===== config.mk =====
export PLATFORM = sky130hd
export DESIGN_NAME = position_counter_ctrl
export DESIGN_NICKNAME = d
export VERILOG_FILES = /design/src/include/encoder_pkg.sv /design/src/rtl/pin_sync.sv /design/src/rtl/position_counter_ctrl.sv
export SDC_FILE = /design/constraint.sdc
export NUM_CORES = 1
export LEC_CHECK = 0
export ABC_AREA = 1
export BUFFER_PORTS_ARGS = -buffer_cell sky130_fd_sc_hd__buf_2
export CORE_MARGIN = 8
export CORE_UTILIZATION = 45
export CTS_CLUSTER_DIAMETER = 60
export DETAILED_ROUTE_END_ITERATION = 8
export GPL_TIMING_DRIVEN = 0
export PLACE_DENSITY = 0.61
export SLEW_MARGIN = 5
export SYNTH_ARGS = -nofsm -noshare
export SYNTH_HDL_FRONTEND = slang
export SYNTH_SLANG_ARGS = --single-unit
export TNS_END_PERCENT = 10

===== constraint.sdc =====
create_clock -name clk_sys -period 3.2 [get_ports clk_sys]
set_clock_uncertainty 0.1 [all_clocks]
set_input_delay 0 -clock clk_sys [delete_from_list [all_inputs] [get_ports clk_sys]]
set_output_delay 0 -clock clk_sys [all_outputs]
set_load 0.005 [all_outputs]

===== src/include/encoder_pkg.sv =====
// Constants and types shared by the encoder position counter control logic
package encoder_pkg;

  // Register byte offsets
  localparam logic [7:0] OFS_CONTROL = 8'h00;
  localparam logic [7:0] OFS_INIT    = 8'h04;
  localparam logic [7:0] OFS_GE      = 8'h08;
  localparam logic [7:0] OFS_POS     = 8'h0c;
  localparam logic [7:0] OFS_STATUS  = 8'h10;

  // Control register field positions
  localparam int BIT_ENABLE    = 15;
  localparam int BIT_UNIMP_HI  = 14;
  localparam int BIT_IDLE_STOP = 13;
  localparam int MODE_HI       = 12;
  localparam int MODE_LO       = 10;
  localparam int BIT_MATCH_B   = 9;
  localparam int BIT_MATCH_A   = 8;
  localparam int BIT_UNIMP_LO  = 7;

  // Writable control bits: all but bits 14 and 7
  localparam logic [15:0] CONTROL_WMASK = 16'hbf7f;

  // Values after reset
  localparam logic [15:0] CONTROL_RESET = 16'h0000;
  localparam logic [31:0] INIT_RESET    = 32'h0000_0000;
  localparam logic [31:0] GE_RESET      = 32'h0000_0000;
  localparam logic [31:0] POS_RESET     = 32'h0000_0000;

  // Status register field positions
  localparam int STAT_DIR     = 0;
  localparam int STAT_ARMED   = 1;
  localparam int STAT_LOADED  = 2;
  localparam int STAT_RUNNING = 3;
  localparam int STAT_PINS_LO = 4;

  // Encoder pin vector positions
  localparam int PIN_A     = 0;
  localparam int PIN_B     = 1;
  localparam int PIN_INDEX = 2;
  localparam int PIN_HOME  = 3;
  localparam int PIN_COUNT = 4;

  // Synchroniser depth
  localparam int SYNC_STAGES = 2;

  typedef enum logic [2:0]
  {
    MODE_NONE      = 3'b000,
    MODE_IDX_RESET = 3'b001,
    MODE_IDX_LOAD  = 3'b010,
    MODE_HOME_IDX1 = 3'b011,
    MODE_HOME_IDX2 = 3'b100,
    MODE_GE_RESET  = 3'b101,
    MODE_MODULO    = 3'b110,
    MODE_RESERVED  = 3'b111
  } init_mode_t;

  typedef enum logic [2:0]
  {
    HOME_WAIT      = 3'b001,
    HOME_ARMED     = 3'b010,
    HOME_ONE_INDEX = 3'b100
  } home_state_t;

endpackage


===== src/rtl/pin_sync.sv =====
// Multi-stage synchroniser for asynchronous encoder pins
`timescale 1ns/1ns
module pin_sync
#(
  parameter int WIDTH  = 4,
  parameter int STAGES = 2
)
(
  input  wire logic             clk_sys,
  input  wire logic             arst_n,
  input  wire logic [WIDTH-1:0] async_in,
  output logic      [WIDTH-1:0] sync_out
);

  logic [WIDTH-1:0] stage_reg [STAGES];

  always_ff @(posedge clk_sys or negedge arst_n)
  begin
    if (!arst_n)
    begin
      for (int i = 0; i < STAGES; i++)
        stage_reg[i] <= '0;
    end
    else
    begin
      stage_reg[0] <= async_in;
      for (int i = 1; i < STAGES; i++)
        stage_reg[i] <= stage_reg[i-1];
    end
  end

  assign sync_out = stage_reg[STAGES-1];

endmodule


===== src/rtl/position_counter_ctrl.sv =====
// Quadrature encoder position counter with control register and APB slave
//
// Notes on behaviour
// - The enable bit runs the counters when set and stops them when clear, registers stay usable.
// - The idle-stop bit halts operation while idle mode is asserted, else it keeps running.
// - Bit 14 of the control register is unimplemented and always reads zero.
// - Bits 12 to 10 select the initialization mode and code 111 is reserved.
// - Mode 110 runs the position counter in modulo count mode.
// - Mode 101 resets the counter when it equals the greater-or-equal compare register.
// - Mode 100 loads the initial value on the second index event after a home event.
// - Mode 011 loads the initial value on the first index event after a home event.
// - Mode 010 loads the initial value on the next index event.
// - Mode 001 resets the counter on every index event.
// - Mode 000 makes index events leave the counter alone.
// - An index match needs phase B at the level of the phase B match bit.
// - An index match needs phase A at the level of the phase A match bit, bit 8.
`timescale 1ns/1ns
module position_counter_ctrl
  import encoder_pkg::*;
#(
  parameter int POS_W = 32
)
(
  input  wire logic             clk_sys,
  input  wire logic             arst_n,
  input  wire logic [7:0]       paddr,
  input  wire logic             psel,
  input  wire logic             penable,
  input  wire logic             pwrite,
  input  wire logic [31:0]      pwdata,
  output logic      [31:0]      prdata,
  output logic                  pready,
  output logic                  pslverr,
  input  wire logic             phase_a_input,
  input  wire logic             phase_b_input,
  input  wire logic             index_input,
  input  wire logic             home_input,
  input  wire logic             idle_mode,
  output logic      [POS_W-1:0] position_count,
  output logic                  counting_active
);

  // Register state
  logic [15:0]          control_reg;
  logic [15:0]          control_next;
  logic [POS_W-1:0]     init_reg;
  logic [POS_W-1:0]     ge_reg;
  logic [POS_W-1:0]     pos_reg;
  logic [POS_W-1:0]     pos_next;
  logic [31:0]          prdata_reg;
  logic                 dir_reg;
  logic                 loaded_reg;
  logic                 loaded_next;
  home_state_t          home_reg;
  home_state_t          home_next;
  logic [PIN_COUNT-1:0] pins_prev_reg;

  // Synchronised pins
  logic [PIN_COUNT-1:0] pins_async;
  logic [PIN_COUNT-1:0] pins_sync;

  assign pins_async = {home_input, index_input, phase_b_input, phase_a_input};

  pin_sync
  #(
    .WIDTH  (PIN_COUNT),
    .STAGES (SYNC_STAGES)
  )
  u_pin_sync
  (
    .clk_sys  (clk_sys),
    .arst_n   (arst_n),
    .async_in (pins_async),
    .sync_out (pins_sync)
  );

  // APB decode
  wire access     = psel & penable;
  wire setup      = psel & ~penable;
  wire hit_ctrl   = (paddr == OFS_CONTROL);
  wire hit_init   = (paddr == OFS_INIT);
  wire hit_ge     = (paddr == OFS_GE);
  wire hit_pos    = (paddr == OFS_POS);
  wire hit_status = (paddr == OFS_STATUS);
  wire hit_any    = hit_ctrl | hit_init | hit_ge | hit_pos | hit_status;
  wire wr_any     = access & pwrite & hit_any;
  wire wr_ctrl    = wr_any & hit_ctrl;
  wire wr_init    = wr_any & hit_init;
  wire wr_ge      = wr_any & hit_ge;
  wire wr_pos     = wr_any & hit_pos;

  // Control fields
  wire        enable_bit  = control_reg[BIT_ENABLE];
  wire        idle_stop   = control_reg[BIT_IDLE_STOP];
  wire        match_b_val = control_reg[BIT_MATCH_B];
  wire        match_a_val = control_reg[BIT_MATCH_A];
  init_mode_t mode;

  assign mode = init_mode_t'(control_reg[MODE_HI:MODE_LO]);

  // Run gate: enable and not stopped by idle
  wire run = enable_bit & ~(idle_stop & idle_mode);

  // Pin levels and previous levels
  wire a_now     = pins_sync[PIN_A];
  wire b_now     = pins_sync[PIN_B];
  wire idx_now   = pins_sync[PIN_INDEX];
  wire home_now  = pins_sync[PIN_HOME];
  wire a_prev    = pins_prev_reg[PIN_A];
  wire b_prev    = pins_prev_reg[PIN_B];
  wire idx_prev  = pins_prev_reg[PIN_INDEX];
  wire home_prev = pins_prev_reg[PIN_HOME];

  // Quadrature decode, one count per valid edge
  wire a_moved = a_now ^ a_prev;
  wire b_moved = b_now ^ b_prev;
  wire step    = run & (a_moved ^ b_moved);
  wire step_up = a_now ^ b_prev;

  // Index match qualified by phase levels
  wire phase_b_ok  = (b_now == match_b_val);
  wire phase_a_ok  = (a_now == match_a_val);
  wire index_event = run & idx_now & ~idx_prev & phase_a_ok & phase_b_ok;
  wire home_event  = run & home_now & ~home_prev;

  // Mode decode
  wire mode_idx_reset = (mode == MODE_IDX_RESET);
  wire mode_idx_load  = (mode == MODE_IDX_LOAD);
  wire mode_home1     = (mode == MODE_HOME_IDX1);
  wire mode_home2     = (mode == MODE_HOME_IDX2);
  wire mode_ge_reset  = (mode == MODE_GE_RESET);
  wire mode_modulo    = (mode == MODE_MODULO);
  wire mode_homed     = mode_home1 | mode_home2;

  // Counter arithmetic
  wire [POS_W-1:0] pos_plus  = pos_reg + POS_W'(1);
  wire [POS_W-1:0] pos_minus = pos_reg - POS_W'(1);
  wire             at_ge     = (pos_reg == ge_reg);
  wire             at_init   = (pos_reg == init_reg);

  // Index-driven actions
  wire idx_zero  = mode_idx_reset & index_event;
  wire idx_load1 = mode_idx_load & index_event & ~loaded_reg;
  logic home_load;

  // Home-qualified sequencing
  always_comb
  begin
    home_next = home_reg;
    home_load = 1'b0;
    unique case (home_reg)
      HOME_WAIT:
      begin
        if (home_event)
          home_next = HOME_ARMED;
      end
      HOME_ARMED:
      begin
        if (index_event && mode_home1)
        begin
          home_load = 1'b1;
          home_next = HOME_WAIT;
        end
        else if (index_event)
          home_next = HOME_ONE_INDEX;
      end
      HOME_ONE_INDEX:
      begin
        if (index_event)
        begin
          home_load = 1'b1;
          home_next = HOME_WAIT;
        end
      end
      default:
      begin
        home_next = HOME_WAIT;
      end
    endcase
    if (!mode_homed || wr_ctrl)
    begin
      home_next = HOME_WAIT;
      home_load = 1'b0;
    end
  end

  // One-shot flag for next-index load
  always_comb
  begin
    loaded_next = loaded_reg;
    if (idx_load1)
      loaded_next = 1'b1;
    if (wr_ctrl)
      loaded_next = 1'b0;
    if (!mode_idx_load)
      loaded_next = 1'b0;
  end

  // Position counter next value, later terms win
  always_comb
  begin
    pos_next = pos_reg;
    if (step)
    begin
      if (mode_modulo && step_up && at_ge)
        pos_next = init_reg;
      else if (mode_modulo && !step_up && at_init)
        pos_next = ge_reg;
      else if (step_up)
        pos_next = pos_plus;
      else
        pos_next = pos_minus;
    end
    if (run && mode_ge_reset && at_ge)
      pos_next = POS_RESET[POS_W-1:0];
    if (idx_zero)
      pos_next = POS_RESET[POS_W-1:0];
    if (idx_load1 || home_load)
      pos_next = init_reg;
    if (wr_pos)
      pos_next = pwdata[POS_W-1:0];
  end
  // Mode 000 and the reserved code add no index term

  // Control write keeps unimplemented bits at zero
  assign control_next = pwdata[15:0] & CONTROL_WMASK;

  // Read mux
  wire [31:0] status_word = {24'h00_0000,
                             pins_sync,
                             run,
                             loaded_reg,
                             (home_reg != HOME_WAIT),
                             dir_reg};
  wire [31:0] rd_value =
      hit_ctrl   ? {16'h0000, control_reg} :
      hit_init   ? 32'(init_reg) :
      hit_ge     ? 32'(ge_reg) :
      hit_pos    ? 32'(pos_reg) :
      hit_status ? status_word :
                   32'h0000_0000;

  // Control register
  always_ff @(posedge clk_sys or negedge arst_n)
  begin
    if (!arst_n)
      control_reg <= CONTROL_RESET;
    else if (wr_ctrl)
      control_reg <= control_next;
  end

  // Initial value and compare registers
  always_ff @(posedge clk_sys or negedge arst_n)
  begin
    if (!arst_n)
    begin
      init_reg <= INIT_RESET[POS_W-1:0];
      ge_reg   <= GE_RESET[POS_W-1:0];
    end
    else
    begin
      if (wr_init)
        init_reg <= pwdata[POS_W-1:0];
      if (wr_ge)
        ge_reg <= pwdata[POS_W-1:0];
    end
  end

  // Position counter and direction
  always_ff @(posedge clk_sys or negedge arst_n)
  begin
    if (!arst_n)
    begin
      pos_reg <= POS_RESET[POS_W-1:0];
      dir_reg <= 1'b0;
    end
    else
    begin
      pos_reg <= pos_next;
      if (step)
        dir_reg <= step_up;
    end
  end

  // Sequencing state
  always_ff @(posedge clk_sys or negedge arst_n)
  begin
    if (!arst_n)
    begin
      home_reg   <= HOME_WAIT;
      loaded_reg <= 1'b0;
    end
    else
    begin
      home_reg   <= home_next;
      loaded_reg <= loaded_next;
    end
  end

  // Previous pin levels for edge detection
  always_ff @(posedge clk_sys or negedge arst_n)
  begin
    if (!arst_n)
      pins_prev_reg <= '0;
    else
      pins_prev_reg <= pins_sync;
  end

  // Read data captured in the setup cycle
  always_ff @(posedge clk_sys or negedge arst_n)
  begin
    if (!arst_n)
      prdata_reg <= 32'h0000_0000;
    else if (setup && !pwrite)
      prdata_reg <= rd_value;
  end

  assign prdata          = prdata_reg;
  assign pready          = 1'b1;
  assign pslverr         = access & ~hit_any;
  assign position_count  = pos_reg;
  assign counting_active = run;

endmodule


==> impl_metrics.py, run 1 <==
metrics = {
    "finish": {
        "fin_nets": 1976,
        "multi_input_area_mm2": 0.00617,
        "area_delta_synth_final_pct": 18.9,
        "fillers": 2595,
        "drive_gt1_share_pct": 11.7,
        "final_common_cell": "nand2_1",
        "regArea_mm2": 0.00398,
        "layout_common_cells": "nand2_1 (575), inv_1 (217), o21ai_0 (172)",
    },
    "grt": {
        "track_usage_pct": 33.8,
        "grt-ovfl-total": 0,
        "grt_max_degree": 88,
        "antenna_found_initial": 1,
        "grt_pass1_wl_mm": 78.0,
        "grt_pass1_vias": 12800,
    },
    "sta": {
        "worst_slack_ps": -31.8,
        "holdWs_ps": -1.52,
        "tns_ps": -31.8,
        "setup_viol": 1,
        "slew_headroom_pct": 27.0,
        "period_needed_ps": 3230,
        "drv_slew": 0,
        "hold_viol": 1,
        "rsz0062_at_grt": "yes",
        "finalCritPeriodShare_pct": 101,
        "max_freq_mhz": 309,
        "worstMarginPinSlew_ps": 1080,
    },
    "pwr": {
        "pwr-share-comb_pct": 44.1,
        "switchingPower_mw": 4.24,
        "ir_drop_v": 0.000456,
        "seq_power_share_pct": 31.9,
        "powerDensity_mw_per_mm2": 654,
        "p_clk_share_pct": 24.0,
        "power_leakage_nw": 6.86,
        "p_total_mw": 8.75,
        "swShare_pct": 48.5,
        "p_int_mw": 4.50,
    },
    "drt": {
        "wl_per_cell_um": 22.8,
        "routed_wl_mm": 51.8,
        "first_pass_iters": 8,
        "viasPerCell": 5.80,
        "antenna_left": 0,
        "vias": 13200,
        "drt-initial-drc-count": 1687,
        "drc": 0,
    },
    "place": {
        "place_ws_ps": -568,
        "numPortBuffers": 115,
        "place_hpwl_mm": 39.5,
        "gp_congestion": 1.01,
    },
    "cts": {
        "cts_buffer_depth": 2,
        "clk_latency_ps": 450,
        "cts.root.buffer_cell": "clkbuf_16",
        "cts_sinks": 159,
        "htreeDepth": 4,
        "tritoncts": "done",
        "cts_buffers": 17,
        "clk_pin_slew_ps": 80,
    },
    "yosys": {
        "ys.flop_type": "dfrtp_1",
        "syn_nets": 1804,
        "ys_warn_count": 0,
        "ys_types": 53,
        "syn_area_mm2": 0.0112,
        "ys_ff_latch": 159,
        "synth_cells": 1752,
        "synth_edf_count": 0,
        "async_reset_ff_share_pct": 100,
        "yosysSeqAreaShare_pct": 35.4,
        "avgSynthCellArea_um2": 6.42,
    },
    "job": {
        "maxCapViolations": 0,
    },
    "outcome": {
        "violations": "hold timing, setup timing",
        "status": "finished, violations left",
    },
    "floorplan": {
        "die_area_mm2": 0.0303,
        "coreArea_mm2": 0.0249,
        "boundaryPins": 117,
        "core.rowCount": 58,
        "die_w_um": 174,
        "die_height_um": 174,
        "start_util_pct": 45.2,
    },
    "hold_path": {
        "holdCritPathClass": "input pin to async pin",
    },
    "worst_setup_path": {
        "critPathMaxFanout": 10,
        "crit_required_ps": 3440,
        "path_class": "flop to flop",
        "arrival_ps": 3470,
        "endpoint_kind": "flop",
        "start_kind": "flop",
    },
}
-- per-layer routing --
metal | vias to the layer above | GRT usage, % | part of all wire (%)
met2 | 809 | 50.7 | 43
met4 | 2 | 13.1 | 3.7
li1 | 6016 | - | -
met1 | 6219 | 45.5 | 42
met5 | - | 0 | 0.025
met3 | 117 | 9.31 | 11
-- stage by stage --
step | instance area (um^2) | util (%) | cells | hold slack (ps)
after floorplan | 11200 | - | 1752 | -396
after global placement | 12200 | 49.2 | 2197 | 7.90
after detailed placement | 12300 | 49.3 | 2198 | -94.3
after CTS | 13300 | 53.5 | 2271 | 18.8
after global routing | 13400 | 53.7 | 2267 | 54.1
final | 13400 | 53.7 | 2268 | -1.52
-- worst max-delay path: stages, from the launching register on --
cell and delay, ps:
dfrtp_2 480, inv_2 90, nand2_2 210, nand2_8 140
buf_4 240, buf_2 240, a41oi_1 500, a21oi_1 120
nand2_1 210, nand2_1 170, nand2_1 90, nand2_1 50
nand3_1 170, nand2_1 90, nand2_1 60, nand2_1 50
nand2_1 50, nand2_1 40
-- Yosys cell counts (3+ instances only) --
cell        n  area, um^2
a221oi_1    8        70.1
o211ai_1    6        45.0
o21bai_1    5        37.5
a21oi_2     3        26.3
a21oi_1    69         345
a41oi_1    19         166
xnor2_1    13         114
nor3_1     27         135
o21ai_0   173         866
buf_4       5        37.5
nand2_2     5        31.3
nor4_1      4        25.0
dfrtp_1   158        3950
o221ai_1   13         114
nand4_1    28         175
nor2_1    165         619
clkinv_1    5        18.8
nand2_1   583        2190
mux2_2      4        45.0
buf_2      14        70.1
o21a_1      4        30.0
nand3b_1    4        30.0
clkbuf_1   50         188
nand3_1    89         445
o22ai_1    22         138
inv_1     218         818
xor2_1     20         175
inv_2       3        11.3
-- power groups by stage --
stage | Sequential [mW] | Combinational, mW | Clock, mW
6_report | 2.79 | 3.86 | 2.10
5_1_grt | 2.81 | 4.23 | 2.18
4_1_cts | 2.68 | 3.79 | 2.12
3_5_place_dp | 2.73 | 3.73 | 0
3_3_place_gp | 2.72 | 3.72 | 0
2_1_floorplan | 2.58 | 2.34 | 0
-- what timing repair did --
item                                    4_1_cts  5_1_grt
gates resized for setup                      15       30
pin swaps                                     2        0
endpoints found under the hold margin       277        0
setup buffers                                 1        0
endpoints found under the setup margin       32       32
hold buffers                                 40        0
-- worst paths after layout --
kind | start | endpoint | slack, ps | depth (start not counted)
worst max-delay path | u_pin_sync.sync_out[0] | position_count[29] | -30 | 17
worst min-delay path | arst_n | control_reg[13] | -2 | 2
worst max register to register | u_pin_sync.sync_out[0] | position_count[29] | -30 | 17
worst min register to register | u_pin_sync.stage_reg[6] | u_pin_sync.sync_out[2] | 250 | 0
max in group asynchronous | arst_n | u_pin_sync.sync_out[0] | 2150 | 3
min in group clk_sys | paddr[3] | prdata[15] | 40 | 4
-- layout make-up --
| class | count | area share [%] |
|---|---|---|
| Buffer | 68 | 2.51 |
| Clock buffer | 17 | 3.18 |
| Tap cell | 330 | 3.09 |
| Clock inverter | 15 | 1.23 |
| Antenna cell | 1 | 0.0187 |
| Timing Repair Buffer | 157 | 7.63 |
| Inverter | 227 | 6.47 |
| Multi-Input combinational cell | 1294 | 46.1 |
| Sequential cell | 159 | 29.8 |
-- cell families (layout without fill, tap and decap cells) --
family	count (synthesis)	in the layout	share of synthesized area, %
compound gates	337	337	17.4
xor+xnor	33	33	2.57
fa+ha+maj	2	2	0.222
buf+inv	299	484	10.5
flops	159	159	35.4
mux	4	4	0.400
other cells	1	2	0.0333
simple gates	917	917	33.5
Note: power is estimated with default switching activity, not from simulation.
==> run 2, diff against run 1 <==
--- a/config.mk
+++ b/config.mk
@@ -6,13 +6,13 @@
 export NUM_CORES = 1
 export LEC_CHECK = 0
 export ABC_AREA = 1
-export BUFFER_PORTS_ARGS = -buffer_cell sky130_fd_sc_hd__buf_2
 export CORE_MARGIN = 8
 export CORE_UTILIZATION = 45
 export CTS_CLUSTER_DIAMETER = 60
 export DETAILED_ROUTE_END_ITERATION = 8
+export DONT_BUFFER_PORTS = 1
 export GPL_TIMING_DRIVEN = 0
-export PLACE_DENSITY = 0.61
+export PLACE_DENSITY = 0.57
 export SLEW_MARGIN = 5
 export SYNTH_ARGS = -nofsm -noshare
 export SYNTH_HDL_FRONTEND = slang
==> run 2 against run 1 <==
Effect of this change: the flow finishes with violations (hold timing); count of clock-buffer cells in the layout rose by 1; utilization fell by 2.0 points; non-clock buffer count fell by 103; hold slack got worse by 860 ps; total power fell by 1.0%; sequential power barely moved; first-iteration DRC count rose by 1.4%; flip-flop and latch count did not move; via count fell by 2.1%; global-route usage rose by 0.36 points; setup slack improved by 110 ps; sequential share of layout area rose by 1.1 points; critical path type unchanged; critical endpoint is now position_count[11]; largest power group unchanged.
==> impl_metrics.py, run 2 (synthesized netlist as in run 1, its figures left out) <==
metrics = {
    "floorplan": {
        "die_w_um": 174,
        "coreArea_mm2": 0.0249,
        "start_util_pct": 45.2,
        "boundaryPins": 117,
        "core.rowCount": 58,
        "die_height_um": 174,
        "die_area_mm2": 0.0303,
    },
    "sta": {
        "holdWs_ps": -862,
        "setup_viol": 0,
        "rsz0062_at_grt": "yes",
        "drv_slew": 0,
        "worstMarginPinSlew_ps": 1040,
        "slew_headroom_pct": 30.5,
        "max_freq_mhz": 320,
        "tns_ps": 0,
        "hold_viol": 159,
        "finalCritPeriodShare_pct": 97.6,
        "period_needed_ps": 3120,
    },
    "worst_setup_path": {
        "arrival_ps": 3350,
        "critPathMaxFanout": 10,
        "endpoint_kind": "flop",
        "crit_required_ps": 3430,
        "path_class": "flop to flop",
        "start_kind": "flop",
    },
    "finish": {
        "layout_common_cells": "nand2_1 (577), inv_1 (217), o21ai_0 (172)",
        "final_common_cell": "nand2_1",
        "area_delta_synth_final_pct": 14.6,
        "drive_gt1_share_pct": 6.54,
        "finalNonFillerCells": 2165,
        "fin_nets": 1873,
    },
    "drt": {
        "wl_per_cell_um": 24.3,
        "drc": 0,
        "antenna_left": 0,
        "drt-initial-drc-count": 1710,
        "vias": 12900,
        "viasPerCell": 5.95,
        "routed_wl_mm": 52.6,
        "first_pass_iters": 6,
    },
    "place": {
        "place_hpwl_mm": 39.5,
        "dp.cells": 2082,
        "gp_congestion": 0.985,
        "numPortBuffers": 0,
    },
    "grt": {
        "grt_pass1_wl_mm": 77.7,
        "grt_max_degree": 160,
        "antenna_found_initial": 0,
        "track_usage_pct": 34.2,
        "grt_pass1_vias": 12100,
        "grt-ovfl-total": 0,
    },
    "cts": {
        "clk_pin_slew_ps": 80,
        "cts_buffer_depth": 2,
        "clk_latency_ps": 460,
        "cts.root.buffer_cell": "clkbuf_16",
        "cts_sinks": 159,
        "cts_buffers": 17,
        "cts.hold.buffers_added": 46,
        "tritoncts": "done",
        "htreeDepth": 4,
    },
    "hold_path": {
        "holdCritPathClass": "input pin to async pin",
    },
    "pwr": {
        "powerDensity_mw_per_mm2": 672,
        "power_leakage_nw": 6.42,
        "ir_drop_v": 0.000457,
    },
    "outcome": {
        "status": "finished, violations left",
        "violations": "hold timing",
    },
    "job": {
        "maxCapViolations": 0,
    },
}
-- run 2: stage by stage --
stage	util (%)	setup slack (ps)	cell area [um^2]	hold slack, ps	total power, mW
2_1_floorplan	-	833	11200	-396	4.92
3_3_place_gp	46.9	-523	11700	-391	6.22
3_5_place_dp	46.9	-562	11700	-391	6.23
4_1_cts	51.4	6.43	12800	-868	8.45
5_1_grt	51.8	-14.2	12900	-873	9.08
6_report	51.8	77.6	12900	-862	8.66
-- run 2: timing repair --
item,4_1_cts,5_1_grt
setup endpoints to repair,32,32
endpoints found under the hold margin,286,159
gates resized for setup,16,47
pin swaps,2,0
buffers inserted,5,0
-- run 2: critical path, stage by stage (launching register included) --
cell        delay (ps)
dfrtp_1            600
clkinvlp_4         340
nand2_1            120
nand4_1            130
nor2_1             110
nand2_1            110
nor2_1             160
nand4_1            210
clkinv_1           270
buf_2              400
a21oi_1            150
nand2_1             90
nand2_1             50
nand2_1             90
nand2_1             70
-- run 2: where the power goes --
part,switching [mW],internal [mW],total [mW]
logic,2.60,1.08,3.67
registers,0.583,2.24,2.82
clock network,1.09,1.08,2.16
total,4.27,4.39,8.66
-- run 2: layout make-up --
class / count / area (um^2)
Multi-Input combinational cell: 1294 / 6160
Tap cell: 330 / 413
Clock inverter: 14 / 168
Buffer: 71 / 357
Fill cell: 2571 / 12000
Timing Repair Buffer: 51 / 498
Antenna cell: 1 / 2.50
Sequential cell: 159 / 3990
Clock buffer: 18 / 439
Inverter: 227 / 871
-- run 2: layer usage --
layer / GRT usage (%) / routed length (um)
met5: 0 / 0
met4: 12.4 / 1900
met3: 9.50 / 6540
met2: 50.8 / 22500
met1: 46.7 / 21600
-- run 2: final timing paths --
| check | start | end | slack (ps) | cells after the start |
|---|---|---|---|---|
| worst max-delay path | position_count[18] | position_count[11] | 80 | 14 |
| worst max register to register | position_count[18] | position_count[11] | 80 | 14 |
| max in group asynchronous | arst_n | position_count[21] | 3610 | 0 |
| worst min-delay path | arst_n | prdata[9] | -860 | 0 |
| min in group clk_sys | phase_b_input | u_pin_sync.stage_reg[5] | 10 | 1 |
| worst min register to register | u_pin_sync.stage_reg[6] | u_pin_sync.sync_out[2] | 250 | 0 |
